<file path="config.mk">
export PLATFORM = sky130hd
export DESIGN_NAME = tsa_top
export DESIGN_NICKNAME = d
export VERILOG_FILES = /design/src/design/tsa_fifo.v /design/src/design/tsa_top.v
export VERILOG_INCLUDE_DIRS = /design/src /design/src/design
export SDC_FILE = /design/constraint.sdc
export NUM_CORES = 1
export LEC_CHECK = 0
export CAP_MARGIN = 10
export CORE_ASPECT_RATIO = 1.5
export CORE_MARGIN = 2
export CORE_UTILIZATION = 50
export DETAILED_ROUTE_END_ITERATION = 12
export DONT_BUFFER_PORTS = 1
export PLACE_DENSITY_LB_ADDON = 0.08
export SYNTH_ARGS = -nofsm -noshare
export SYNTH_HDL_FRONTEND = slang
export SYNTH_SLANG_ARGS = --single-unit
export TNS_END_PERCENT = 50
</file>
<file path="constraint.sdc">
create_clock -name clk -period 3 [get_ports clk]
set_clock_uncertainty 0.15 [all_clocks]
set_input_delay 0.6 -clock clk [delete_from_list [all_inputs] [get_ports clk]]
set_output_delay 0.6 -clock clk [all_outputs]
set_load 0.05 [all_outputs]
</file>
<file path="src/design/tsa_consts.vh">
// constants for the two-step converter pipeline and its word buffer
// assumes inclusion by bare name from design files only
`ifndef TSA_CONSTS_VH
`define TSA_CONSTS_VH

`define TSA_WORD_W 8
`define TSA_NIB_W 4
`define TSA_FULL_CODE 8'hFF
`define TSA_NIB_ZERO 4'h0
`define TSA_WORD_ZERO 8'h00
`define TSA_BANKS 2
`define TSA_FIFO_DEPTH 16
`define TSA_FIFO_AW 4
`define TSA_CONV_FREQ_HZ 50000000

`endif

</file>
<file path="src/design/tsa_fifo.v">
// synchronous word buffer with valid/ready on both sides
// assumes one clock domain and an asynchronous active-low reset
`timescale 1ns/1ps
`default_nettype none

module tsa_fifo #(
   parameter WIDTH = 8,
   parameter DEPTH = 16,
   parameter AW = 4
) (
   input wire clk,
   input wire arst_n,
   input wire in_valid,
   output wire in_ready,
   input wire [WIDTH-1:0] in_data,
   output wire out_valid,
   input wire out_ready,
   output wire [WIDTH-1:0] out_data,
   output wire full,
   output wire empty
);

   reg [WIDTH-1:0] mem [0:DEPTH-1];
   reg [AW:0] wr_ptr;
   reg [AW:0] rd_ptr;
   wire do_wr;
   wire do_rd;

   // extra pointer bit tells full from empty
   assign empty = (wr_ptr == rd_ptr);
   assign full = (wr_ptr[AW-1:0] == rd_ptr[AW-1:0]) &&
                 (wr_ptr[AW] != rd_ptr[AW]);
   assign in_ready = ~full;
   assign out_valid = ~empty;
   assign out_data = mem[rd_ptr[AW-1:0]];
   assign do_wr = in_valid & ~full;
   assign do_rd = out_ready & ~empty;

   always @(posedge clk) begin
      if (do_wr) begin
         mem[wr_ptr[AW-1:0]] <= in_data;
      end
   end

   always @(posedge clk or negedge arst_n) begin
      if (!arst_n) begin
         wr_ptr <= {(AW+1){1'b0}};
         rd_ptr <= {(AW+1){1'b0}};
      end else begin
         if (do_wr) begin
            wr_ptr <= wr_ptr + 1'b1;
         end
         if (do_rd) begin
            rd_ptr <= rd_ptr + 1'b1;
         end
      end
   end

endmodule // tsa_fifo

`default_nettype wire

</file>
<file path="src/design/tsa_top.v">
// two-step converter timing model: sample, coarse, fine, merge, output
// assumes conv_clk, analog_step and output_enable_n arrive from pins
//
// Overview of operation
// - upper bank plus two four-bit lower banks
// - sample on each conversion clock falling edge
// - first rise fixes upper nibble, fine reference
// - second rise fixes lower nibble in bank
// - third rise merges nibbles onto output bus
// - output follows sampling edge by 2.5 clocks
// - consecutive samples alternate lower banks
// - fully pipelined, one word per rising edge
// - code equals 255 minus step
// - drive bus while enable low, else float
`timescale 1ns/1ps
`default_nettype none
`include "tsa_consts.vh"

module tsa_top (
   input wire clk,
   input wire arst_n,
   input wire conv_clk,
   input wire [`TSA_WORD_W-1:0] analog_step,
   input wire output_enable_n,
   output wire [`TSA_WORD_W-1:0] sample_data_bus_out,
   output wire sample_data_bus_oe,
   output wire word_valid,
   output wire [`TSA_WORD_W-1:0] stream_data,
   output wire stream_valid,
   input wire stream_ready,
   output wire stream_room
);

   // pin synchronisers; first stages feed only second stages
   reg conv_s1;
   reg conv_s2;
   reg conv_prev;
   reg [`TSA_WORD_W-1:0] step_s1;
   reg [`TSA_WORD_W-1:0] step_s2;
   reg oe_n_s1;
   reg oe_n_s2;

   always @(posedge clk or negedge arst_n) begin
      if (!arst_n) begin
         conv_s1 <= 1'b0;
         conv_s2 <= 1'b0;
         conv_prev <= 1'b0;
         step_s1 <= `TSA_WORD_ZERO;
         step_s2 <= `TSA_WORD_ZERO;
         oe_n_s1 <= 1'b1;
         oe_n_s2 <= 1'b1;
      end else begin
         conv_s1 <= conv_clk;
         conv_s2 <= conv_s1;
         conv_prev <= conv_s2;
         step_s1 <= analog_step;
         step_s2 <= step_s1;
         oe_n_s1 <= output_enable_n;
         oe_n_s2 <= oe_n_s1;
      end
   end

   wire conv_fall;
   wire conv_rise;
   assign conv_fall = conv_prev & ~conv_s2;
   assign conv_rise = ~conv_prev & conv_s2;

   // stage 0: held sample and its bank
   reg sel_bank;
   reg s0_valid;
   reg s0_bank;
   reg [`TSA_WORD_W-1:0] s0_step;
   // stage 1: coarse result
   reg s1_valid;
   reg s1_bank;
   reg [`TSA_NIB_W-1:0] upper_nibble;
   reg [`TSA_WORD_W-1:0] fine_reference_level;
   // stage 2: fine result
   reg s2_valid;
   reg s2_bank;
   reg [`TSA_NIB_W-1:0] s2_upper;
   wire [`TSA_NIB_W-1:0] lower_nibble;
   // output word
   reg out_valid;
   reg [`TSA_WORD_W-1:0] out_word;
   reg push;

   // per-bank sample hold and fine result
   reg [`TSA_WORD_W-1:0] bank_step [0:`TSA_BANKS-1];
   reg [`TSA_NIB_W-1:0] bank_lower [0:`TSA_BANKS-1];

   always @(posedge clk or negedge arst_n) begin
      if (!arst_n) begin
         sel_bank <= 1'b0;
         s0_valid <= 1'b0;
         s0_bank <= 1'b0;
         s0_step <= `TSA_WORD_ZERO;
      end else if (conv_fall) begin
         s0_valid <= 1'b1;
         s0_step <= step_s2;
         s0_bank <= sel_bank;
         sel_bank <= ~sel_bank;
      end
   end

   genvar b;
   generate
      for (b = 0; b < `TSA_BANKS; b = b + 1) begin : g_bank
         wire [`TSA_WORD_W-1:0] code;
         wire [`TSA_WORD_W-1:0] resid;
         // residue against the coarse level picks out the low nibble
         assign code = `TSA_FULL_CODE - bank_step[b];
         assign resid = code - fine_reference_level;
         always @(posedge clk or negedge arst_n) begin
            if (!arst_n) begin
               bank_step[b] <= `TSA_WORD_ZERO;
               bank_lower[b] <= `TSA_NIB_ZERO;
            end else begin
               if (conv_fall && (sel_bank == b)) begin
                  bank_step[b] <= step_s2;
               end
               if (conv_rise && s1_valid && (s1_bank == b)) begin
                  bank_lower[b] <= resid[`TSA_NIB_W-1:0];
               end
            end
         end
      end
   endgenerate

   wire [`TSA_WORD_W-1:0] s0_code;
   assign s0_code = `TSA_FULL_CODE - s0_step;

   always @(posedge clk or negedge arst_n) begin
      if (!arst_n) begin
         s1_valid <= 1'b0;
         s1_bank <= 1'b0;
         upper_nibble <= `TSA_NIB_ZERO;
         fine_reference_level <= `TSA_WORD_ZERO;
         s2_valid <= 1'b0;
         s2_bank <= 1'b0;
         s2_upper <= `TSA_NIB_ZERO;
         out_valid <= 1'b0;
         out_word <= `TSA_WORD_ZERO;
      end else if (conv_rise) begin
         // every rise advances stage 1, stage 2 and the output word at once; stage 0 moves on the fall
         s1_valid <= s0_valid;
         s1_bank <= s0_bank;
         upper_nibble <= s0_code[`TSA_WORD_W-1:`TSA_NIB_W];
         fine_reference_level <= {s0_code[`TSA_WORD_W-1:`TSA_NIB_W],
                                  `TSA_NIB_ZERO};
         s2_valid <= s1_valid;
         s2_upper <= upper_nibble;
         s2_bank <= s1_bank;
         out_valid <= s2_valid;
         out_word <= {s2_upper, lower_nibble};
      end
   end

   // one push per new output word; full buffer drops the word
   always @(posedge clk or negedge arst_n) begin
      if (!arst_n) begin
         push <= 1'b0;
      end else begin
         push <= conv_rise & s2_valid;
      end
   end

   // bank result holds until that bank's next sample, two rises on
   assign lower_nibble = s2_bank ? bank_lower[1] : bank_lower[0];
   assign sample_data_bus_out = out_word;
   assign sample_data_bus_oe = ~oe_n_s2;
   assign word_valid = out_valid;

   tsa_fifo #(
      .WIDTH(`TSA_WORD_W),
      .DEPTH(`TSA_FIFO_DEPTH),
      .AW(`TSA_FIFO_AW)
   ) u_fifo (
      .clk(clk),
      .arst_n(arst_n),
      .in_valid(push),
      .in_ready(stream_room),
      .in_data(out_word),
      .out_valid(stream_valid),
      .out_ready(stream_ready),
      .out_data(stream_data),
      .full(),
      .empty()
   );

endmodule // tsa_top

`default_nettype wire

</file>
==> out/results.ini, run 1 <==
[run_status]
status=completed

[global_route]
grt_pass1_vias=4141
grt_max_degree=77
grt_pass1_wl_um=22900
antenna_found_initial=0
grt_overflow=0
grt.total_usage=0.183

[logic_synthesis]
async_flop_share=0.373
synth_warnings=0
postSynthAreaPerCell_um2=17.5
synth_edf_count=128
syn-num-nets=466
syn-cell-area_mm2=0.00783
synth-main-ff-cell=edfxtp_1
yosysSeqAreaShare=0.735
ys_ff_latch=204
synth_cells=448
ys_types=41

[floorplanning]
die_x_um=106
core_area_mm2=0.0155
chipHeight_um=157
die_area_mm2=0.0167
ios=33
rows=56
initial_core_util=0.505

[sta]
final.setup.tns_ns=0
hold_violations=0
period_share=0.987
min_period_ns=2.96
rsz0062_at_grt=yes
worstMarginPinSlew_ns=0.996
finalSetupViolCount=0
hold_ws_ns=0.153
fmax_mhz=338
slew_viol_final=0
max_slew_margin=0.336

[setup_path]
r2r_cells=6
critPathCaptureType=primary output
worst-setup-path-type=reg2out
crit_chain=bufbuf_16 > mux4_1 > a22oi_1 > nand2_1 > buf_4
crit_buf_inv=2
slowest_stage=mux4_1
crit_required_ns=2.25
cp.arrival_ns=2.21
critPathTopFamily=multiplexers
cp.depth=5
slowest_delay_ns=0.56
worstPathMaxFanout=8
start_kind=flip-flop

[placed_design]
place_congestion=0.727
dp_hpwl_um=8970
port_buffers=0

[min_path]
hold_depth=2
hold_path_class=in2reg

[power]
p_comb_frac=0.301
swShare=0.320
leakage_nw=3.45
internal_power_w=0.00621
pwr-share-clk=0.271
seqPwrFrac=0.427
power.density_mw_per_mm2=992
switching_power_w=0.00292
irDropWorstVdd_v=0.000492

[cts]
path_clk_slew_ns=0.06
numCtsBuffers=20
clock_latency_ns=0.48
ctsRootBufferMaster=clkbuf_16
cts_buffer_depth=3
cts_sinks=204
h-tree-depth=1
cts_tree=built

[routing]
wl_met3_um=516
drt_wl_total_um=14600
ant_nets=0
drc=0
met2WireLength_um=8030
vias=3889
firstDrtPassIters=6
wl_per_cell_um=20.2
maxUsedRoutingLayer=met4
first_iter_violations=169
vias_per_cell=5.39
drt-met1-wl_um=5700

[job]
drv_cap=0

[layout]
syn_to_final_growth_pct=17.7
diodes=0
layout-drive-gt1-share=0.268
final_nets=523

final timing paths:
path / startpoint / end / slack (ns)
max: u_fifo.rd_ptr[1] / stream_data[1] / 0.04
min: stream_ready / u_fifo.rd_ptr[2] / 0.15
max reg2reg: u_fifo.wr_ptr[2] / u_fifo.mem[11][5] / 0.56
min reg2reg: oe_n_s1 / oe_n_s2 / 0.20
max in group asynchronous: arst_n / u_fifo.rd_ptr[1] / 1.86
min in group asynchronous: arst_n / sample_data_bus_out[0] / 0.52
state kept, by name, summed over array words and instances, names as in the netlist, 4 cells and up:
register / cells
u_fifo.rd_ptr: 5
u_fifo.wr_ptr: 5
sample_data_bus_out: 8
step_s1: 8
s2_upper: 4
s0_step: 4
step_s2: 8
bank_step: 8
upper_nibble: 4
u_fifo.mem: 128
bank_lower: 8
logic make-up after synthesis:
| family | share of synthesized area |
|---|---|
| AOI/OAI and AO/OA | 0.0363 |
| xor gates and xnor gates | 0.0146 |
| adders and majority gates | 0.00799 |
| buffers and inverters | 0.0235 |
| DFF | 0.735 |
| muxes | 0.124 |
| and+or+nand+nor | 0.0590 |
Yosys cell counts, types with 3 or more instances:
cell / count / area (um^2)
edfxtp_1: 128 / 3840
dfrtp_1: 74 / 1850
nand2_1: 59 / 221
mux4_2: 18 / 405
a22oi_1: 16 / 120
o21ai_0: 16 / 80.1
mux2_2: 14 / 158
mux4_1: 14 / 368
nor2_1: 12 / 45.0
xnor2_1: 11 / 96.3
nor3_1: 10 / 50.1
clkbuf_1: 7 / 26.3
inv_1: 6 / 22.5
buf_6: 5 / 56.3
ha_1: 5 / 62.6
a21oi_1: 4 / 20.0
buf_2: 4 / 20.0
mux2i_1: 4 / 40.0
nor2b_1: 4 / 25.0
nand2b_1: 3 / 18.8
nand4_1: 3 / 18.8
nor4_1: 3 / 18.8
o211ai_1: 3 / 22.5
area by class of cell:
cell class,instances,area [um^2]
fillers,1168,6280
flip-flops and latches,204,5750
multi-input cells,216,1920
clock buffers,33,666
repair buffers,57,581
well taps,203,254
inverters,6,22.5
clock inverters,2,10.0
repair_timing:
item                                   4_1_cts  5_1_grt
endpoints found under the hold margin       86        0
pin swaps                                    4        4
setup buffers                                3        3
cloned                                       3        0
setup endpoints to repair                    8       10
resized for setup                           14       14
hold buffers                                12        0
power by group through the flow:
| stage | Clock, W | Sequential [W] | Combinational, W |
|---|---|---|---|
| 3_3_place_gp | 0 | 0.00395 | 0.00230 |
| 5_1_grt | 0.00265 | 0.00396 | 0.00294 |
| 4_1_cts | 0.00255 | 0.00391 | 0.00269 |
| 2_1_floorplan | 0 | 0.00384 | 0.00183 |
| 6_report | 0.00248 | 0.00390 | 0.00275 |
| 3_5_place_dp | 0 | 0.00397 | 0.00234 |
metrics by stage:
step	total power, W	setup slack, ns	cells	util	instance area (um^2)
final	0.00913	0.0378	721	0.595	9210
after global routing	0.00956	-0.0744	721	0.595	9210
after CTS	0.00915	-0.0210	718	0.592	9170
after detailed placement	0.00631	0.428	665	0.530	8210
after global placement	0.00625	0.450	665	0.530	8210
after floorplan	0.00568	0.592	448	-	7830
worst register-to-register path, delay by kind of cell (launching register included):
family | cells | cell delay (ns)
compound gates | 1 | 0.13
buf+inv | 2 | 0.30
simple gates | 2 | 0.79
xor+xnor | 1 | 0.19
flops | 1 | 0.51
layer usage:
metal	global-route usage	vias to the layer above
li1	-	1803
met1	0.214	1993
met2	0.346	69
met3	0.0244	24
met4	0.0558	0
met5	0	-
cell usage in the layout (no fill, tap or decap), types with 2 or more instances in the layout:
cell type      count
clkbuf_16         22
nor4_1             3
nor3_1            10
edfxtp_1         128
inv_1              6
buf_4             36
buf_16             3
and3_1             2
mux4_2            27
dlygate4sd3_1     11
nand2_1           59
dfrtp_1           73
a22oi_2           13
and2_1             2
mux2_2            14
a22oi_1            3
nand2b_1           3
mux2i_1            4
nor2b_1            4
dfstp_2            2
xnor2_1           11
clkbuf_1           3
buf_12             2
mux4_1             5
clkinv_2           2
ha_1               5
nand4_1            3
buf_6              4
xor2_1             2
or2_2              2
o211ai_1           3
clkbuf_8           7
a21oi_1            4
nor2_1            12
o21ai_0           16
No activity file was read; power rests on OpenSTA's default activity.
==> inputs of run 2 (changes only) <==
--- a/config.mk
+++ b/config.mk
@@ -9,7 +9,8 @@
 export CAP_MARGIN = 10
 export CORE_ASPECT_RATIO = 1.5
 export CORE_MARGIN = 2
-export CORE_UTILIZATION = 50
+export CORE_UTILIZATION = 54
+export CTS_BUF_LIST = sky130_fd_sc_hd__clkbuf_4
 export DETAILED_ROUTE_END_ITERATION = 12
 export DONT_BUFFER_PORTS = 1
 export PLACE_DENSITY_LB_ADDON = 0.08
==> out/results.ini, run 2 (same netlist as run 1, synthesis figures left out) <==
[placed_design]
dp_hpwl_um=9260  ; +3.3%
post-place-ws_ns=0.455  ; +0.0268 ns
place_congestion=0.729  ; +0.34%
port_buffers=0  ; unchanged

[setup_path]
worst-setup-path-type=reg2out
slowest_stage=dfrtp_2
cp.arrival_ns=2.34  ; +0.13 ns
worstPathMaxFanout=8  ; unchanged
crit_chain=clkbuf_16 > mux4_2 > a22oi_2 > nand2_1 > buf_6
critPathCaptureType=primary output
slowest_delay_ns=0.52  ; -0.04 ns
crit_required_ns=2.25  ; about the same
start_kind=flip-flop

[power]
pwr-share-clk=0.242  ; -0.029
internal_power_w=0.00576  ; -7.3%
p_comb_frac=0.307  ; +0.006
power.density_mw_per_mm2=958  ; -3.5%
leakage_nw=3.46  ; +0.27%
switching_power_w=0.00294  ; +0.67%
irDropWorstVdd_v=0.000497  ; +1.1%
seqPwrFrac=0.451  ; +0.024
total_power_w=0.00870  ; -4.7%
swShare=0.338  ; +0.0181

[sta]
min_period_ns=3.09  ; +0.129 ns
period_share=1.03  ; +0.0430
slew_viol_final=0  ; unchanged
fmax_mhz=323  ; -4.2%
hold_ws_ns=0.0587  ; -0.0944 ns
hold_violations=0  ; unchanged
worstMarginPinSlew_ns=0.971  ; -0.0255 ns
fin_ws_ns=-0.0913  ; -0.129 ns
final.setup.tns_ns=-0.416  ; -0.416 ns
max_slew_margin=0.350  ; +0.0146
rsz0062_at_grt=yes
finalSetupViolCount=8  ; +8

[floorplanning]
chipHeight_um=151  ; -3.7%
rows=53  ; -5.4%
die_x_um=102  ; -3.6%
die_area_mm2=0.0155  ; -7.2%
core_area_mm2=0.0141  ; -8.8%
ios=33  ; unchanged
initial_core_util=0.554  ; +0.0487

[routing]
first_iter_violations=229  ; +36%
drt_wl_total_um=14500  ; -0.74%
vias=4070  ; +4.7%
drc=0  ; unchanged
ant_nets=0  ; unchanged
firstDrtPassIters=5  ; -1
vias_per_cell=5.33  ; -1.1%
wl_per_cell_um=19.0  ; -6.2%

[cts]
numCtsBuffers=48  ; +140%
clock_latency_ns=0.61  ; +0.13 ns
ctsRootBufferMaster=clkbuf_4
h-tree-depth=2  ; +1
cts_buffer_depth=3  ; unchanged
cts_tree=built
path_clk_slew_ns=0.06  ; about the same
cts_sinks=204  ; unchanged

[layout]
diodes=0  ; unchanged
final_common_cell=edfxtp_1
largest_reg_flops=128  ; unchanged
final_nets=550  ; +5.2%
layout-drive-gt1-share=0.317  ; +0.0486
final_cell_mix=edfxtp_1, dfrtp_1, clkbuf_4
syn_to_final_growth_pct=16.2

[job]
drv_cap=0  ; unchanged

[global_route]
grt_pass1_vias=4313  ; +4.2%
grt.total_usage=0.201  ; +0.0178
grt_pass1_wl_um=22800  ; -0.27%
grt_overflow=0  ; unchanged
grt_max_degree=77  ; unchanged
antenna_found_initial=0  ; unchanged

[run_status]
status=finished with violations
failed_checks=negative setup slack

[min_path]
hold_path_class=in2reg

[run 2: repair_timing]
item | 4_1_cts | 5_1_grt
hold endpoints to repair | 88 | 0
endpoints found under the setup margin | 9 | 8
setup buffers | 2 | 0
resized for setup | 15 | 17
hold buffers | 13 | 0
pin swaps | 4 | 9
gates cloned | 1 | 2
[run 2: final timing paths]
check                                  from                      to  slack (ns)  cells after the start
min in group asynchronous            arst_n           bank_lower[5]        0.39                      2
max                        u_fifo.rd_ptr[1]          stream_data[6]       -0.09                      5
min                            stream_ready        u_fifo.rd_ptr[4]        0.06                      2
min reg2reg                      step_s1[1]              step_s2[1]        0.20                      0
max in group asynchronous            arst_n  sample_data_bus_out[7]        1.96                      2
max reg2reg                u_fifo.rd_ptr[1]       u_fifo.mem[15][4]        0.37                      7
[run 2: layer usage]
| metal | global-route usage | routed length, um | vias to the layer above |
|---|---|---|---|
| li1 | - | - | 1898 |
| met1 | 0.233 | 5510 | 2044 |
| met2 | 0.359 | 7850 | 104 |
| met3 | 0.0452 | 718 | 24 |
| met4 | 0.0787 | 379 | 0 |
| met5 | 0 | 0 | - |
[run 2: worst max-delay path: cells and delay by family, from the launching register on]
kind                   cells  cell delay (ns)
DFF                        1             0.52
muxes                      1             0.51
buffers and inverters      2             0.40
AOI/OAI and AO/OA          1             0.20
and+or+nand+nor            1             0.12
[run 2: layout make-up]
| type | count | area (um^2) |
|---|---|---|
| Inverter | 6 | 22.5 |
| Fill cell | 1047 | 5030 |
| Sequential cell | 204 | 5750 |
| Timing Repair Buffer | 56 | 568 |
| Tap cell | 192 | 240 |
| Multi-Input combinational cell | 216 | 1900 |
| Clock inverter | 18 | 71.3 |
| Clock buffer | 71 | 533 |
[run 2: power by group through the flow]
stage                     Combinational (W)  Sequential, W  Clock (W)
final                               0.00267        0.00393    0.00210
after global routing                0.00288        0.00399    0.00233
after CTS                           0.00253        0.00393    0.00219
after detailed placement            0.00232        0.00398          0
after global placement              0.00228        0.00396          0
after floorplan                     0.00183        0.00384          0
[run 2: per-stage QoR]
stage / std cells / cell area [um^2] / utilization
after global placement: 656 / 8200 / 0.581
after CTS: 761 / 9030 / 0.640
after global routing: 763 / 9090 / 0.644
after detailed placement: 656 / 8200 / 0.581
final: 763 / 9090 / 0.644
after floorplan: 448 / 7830 / -
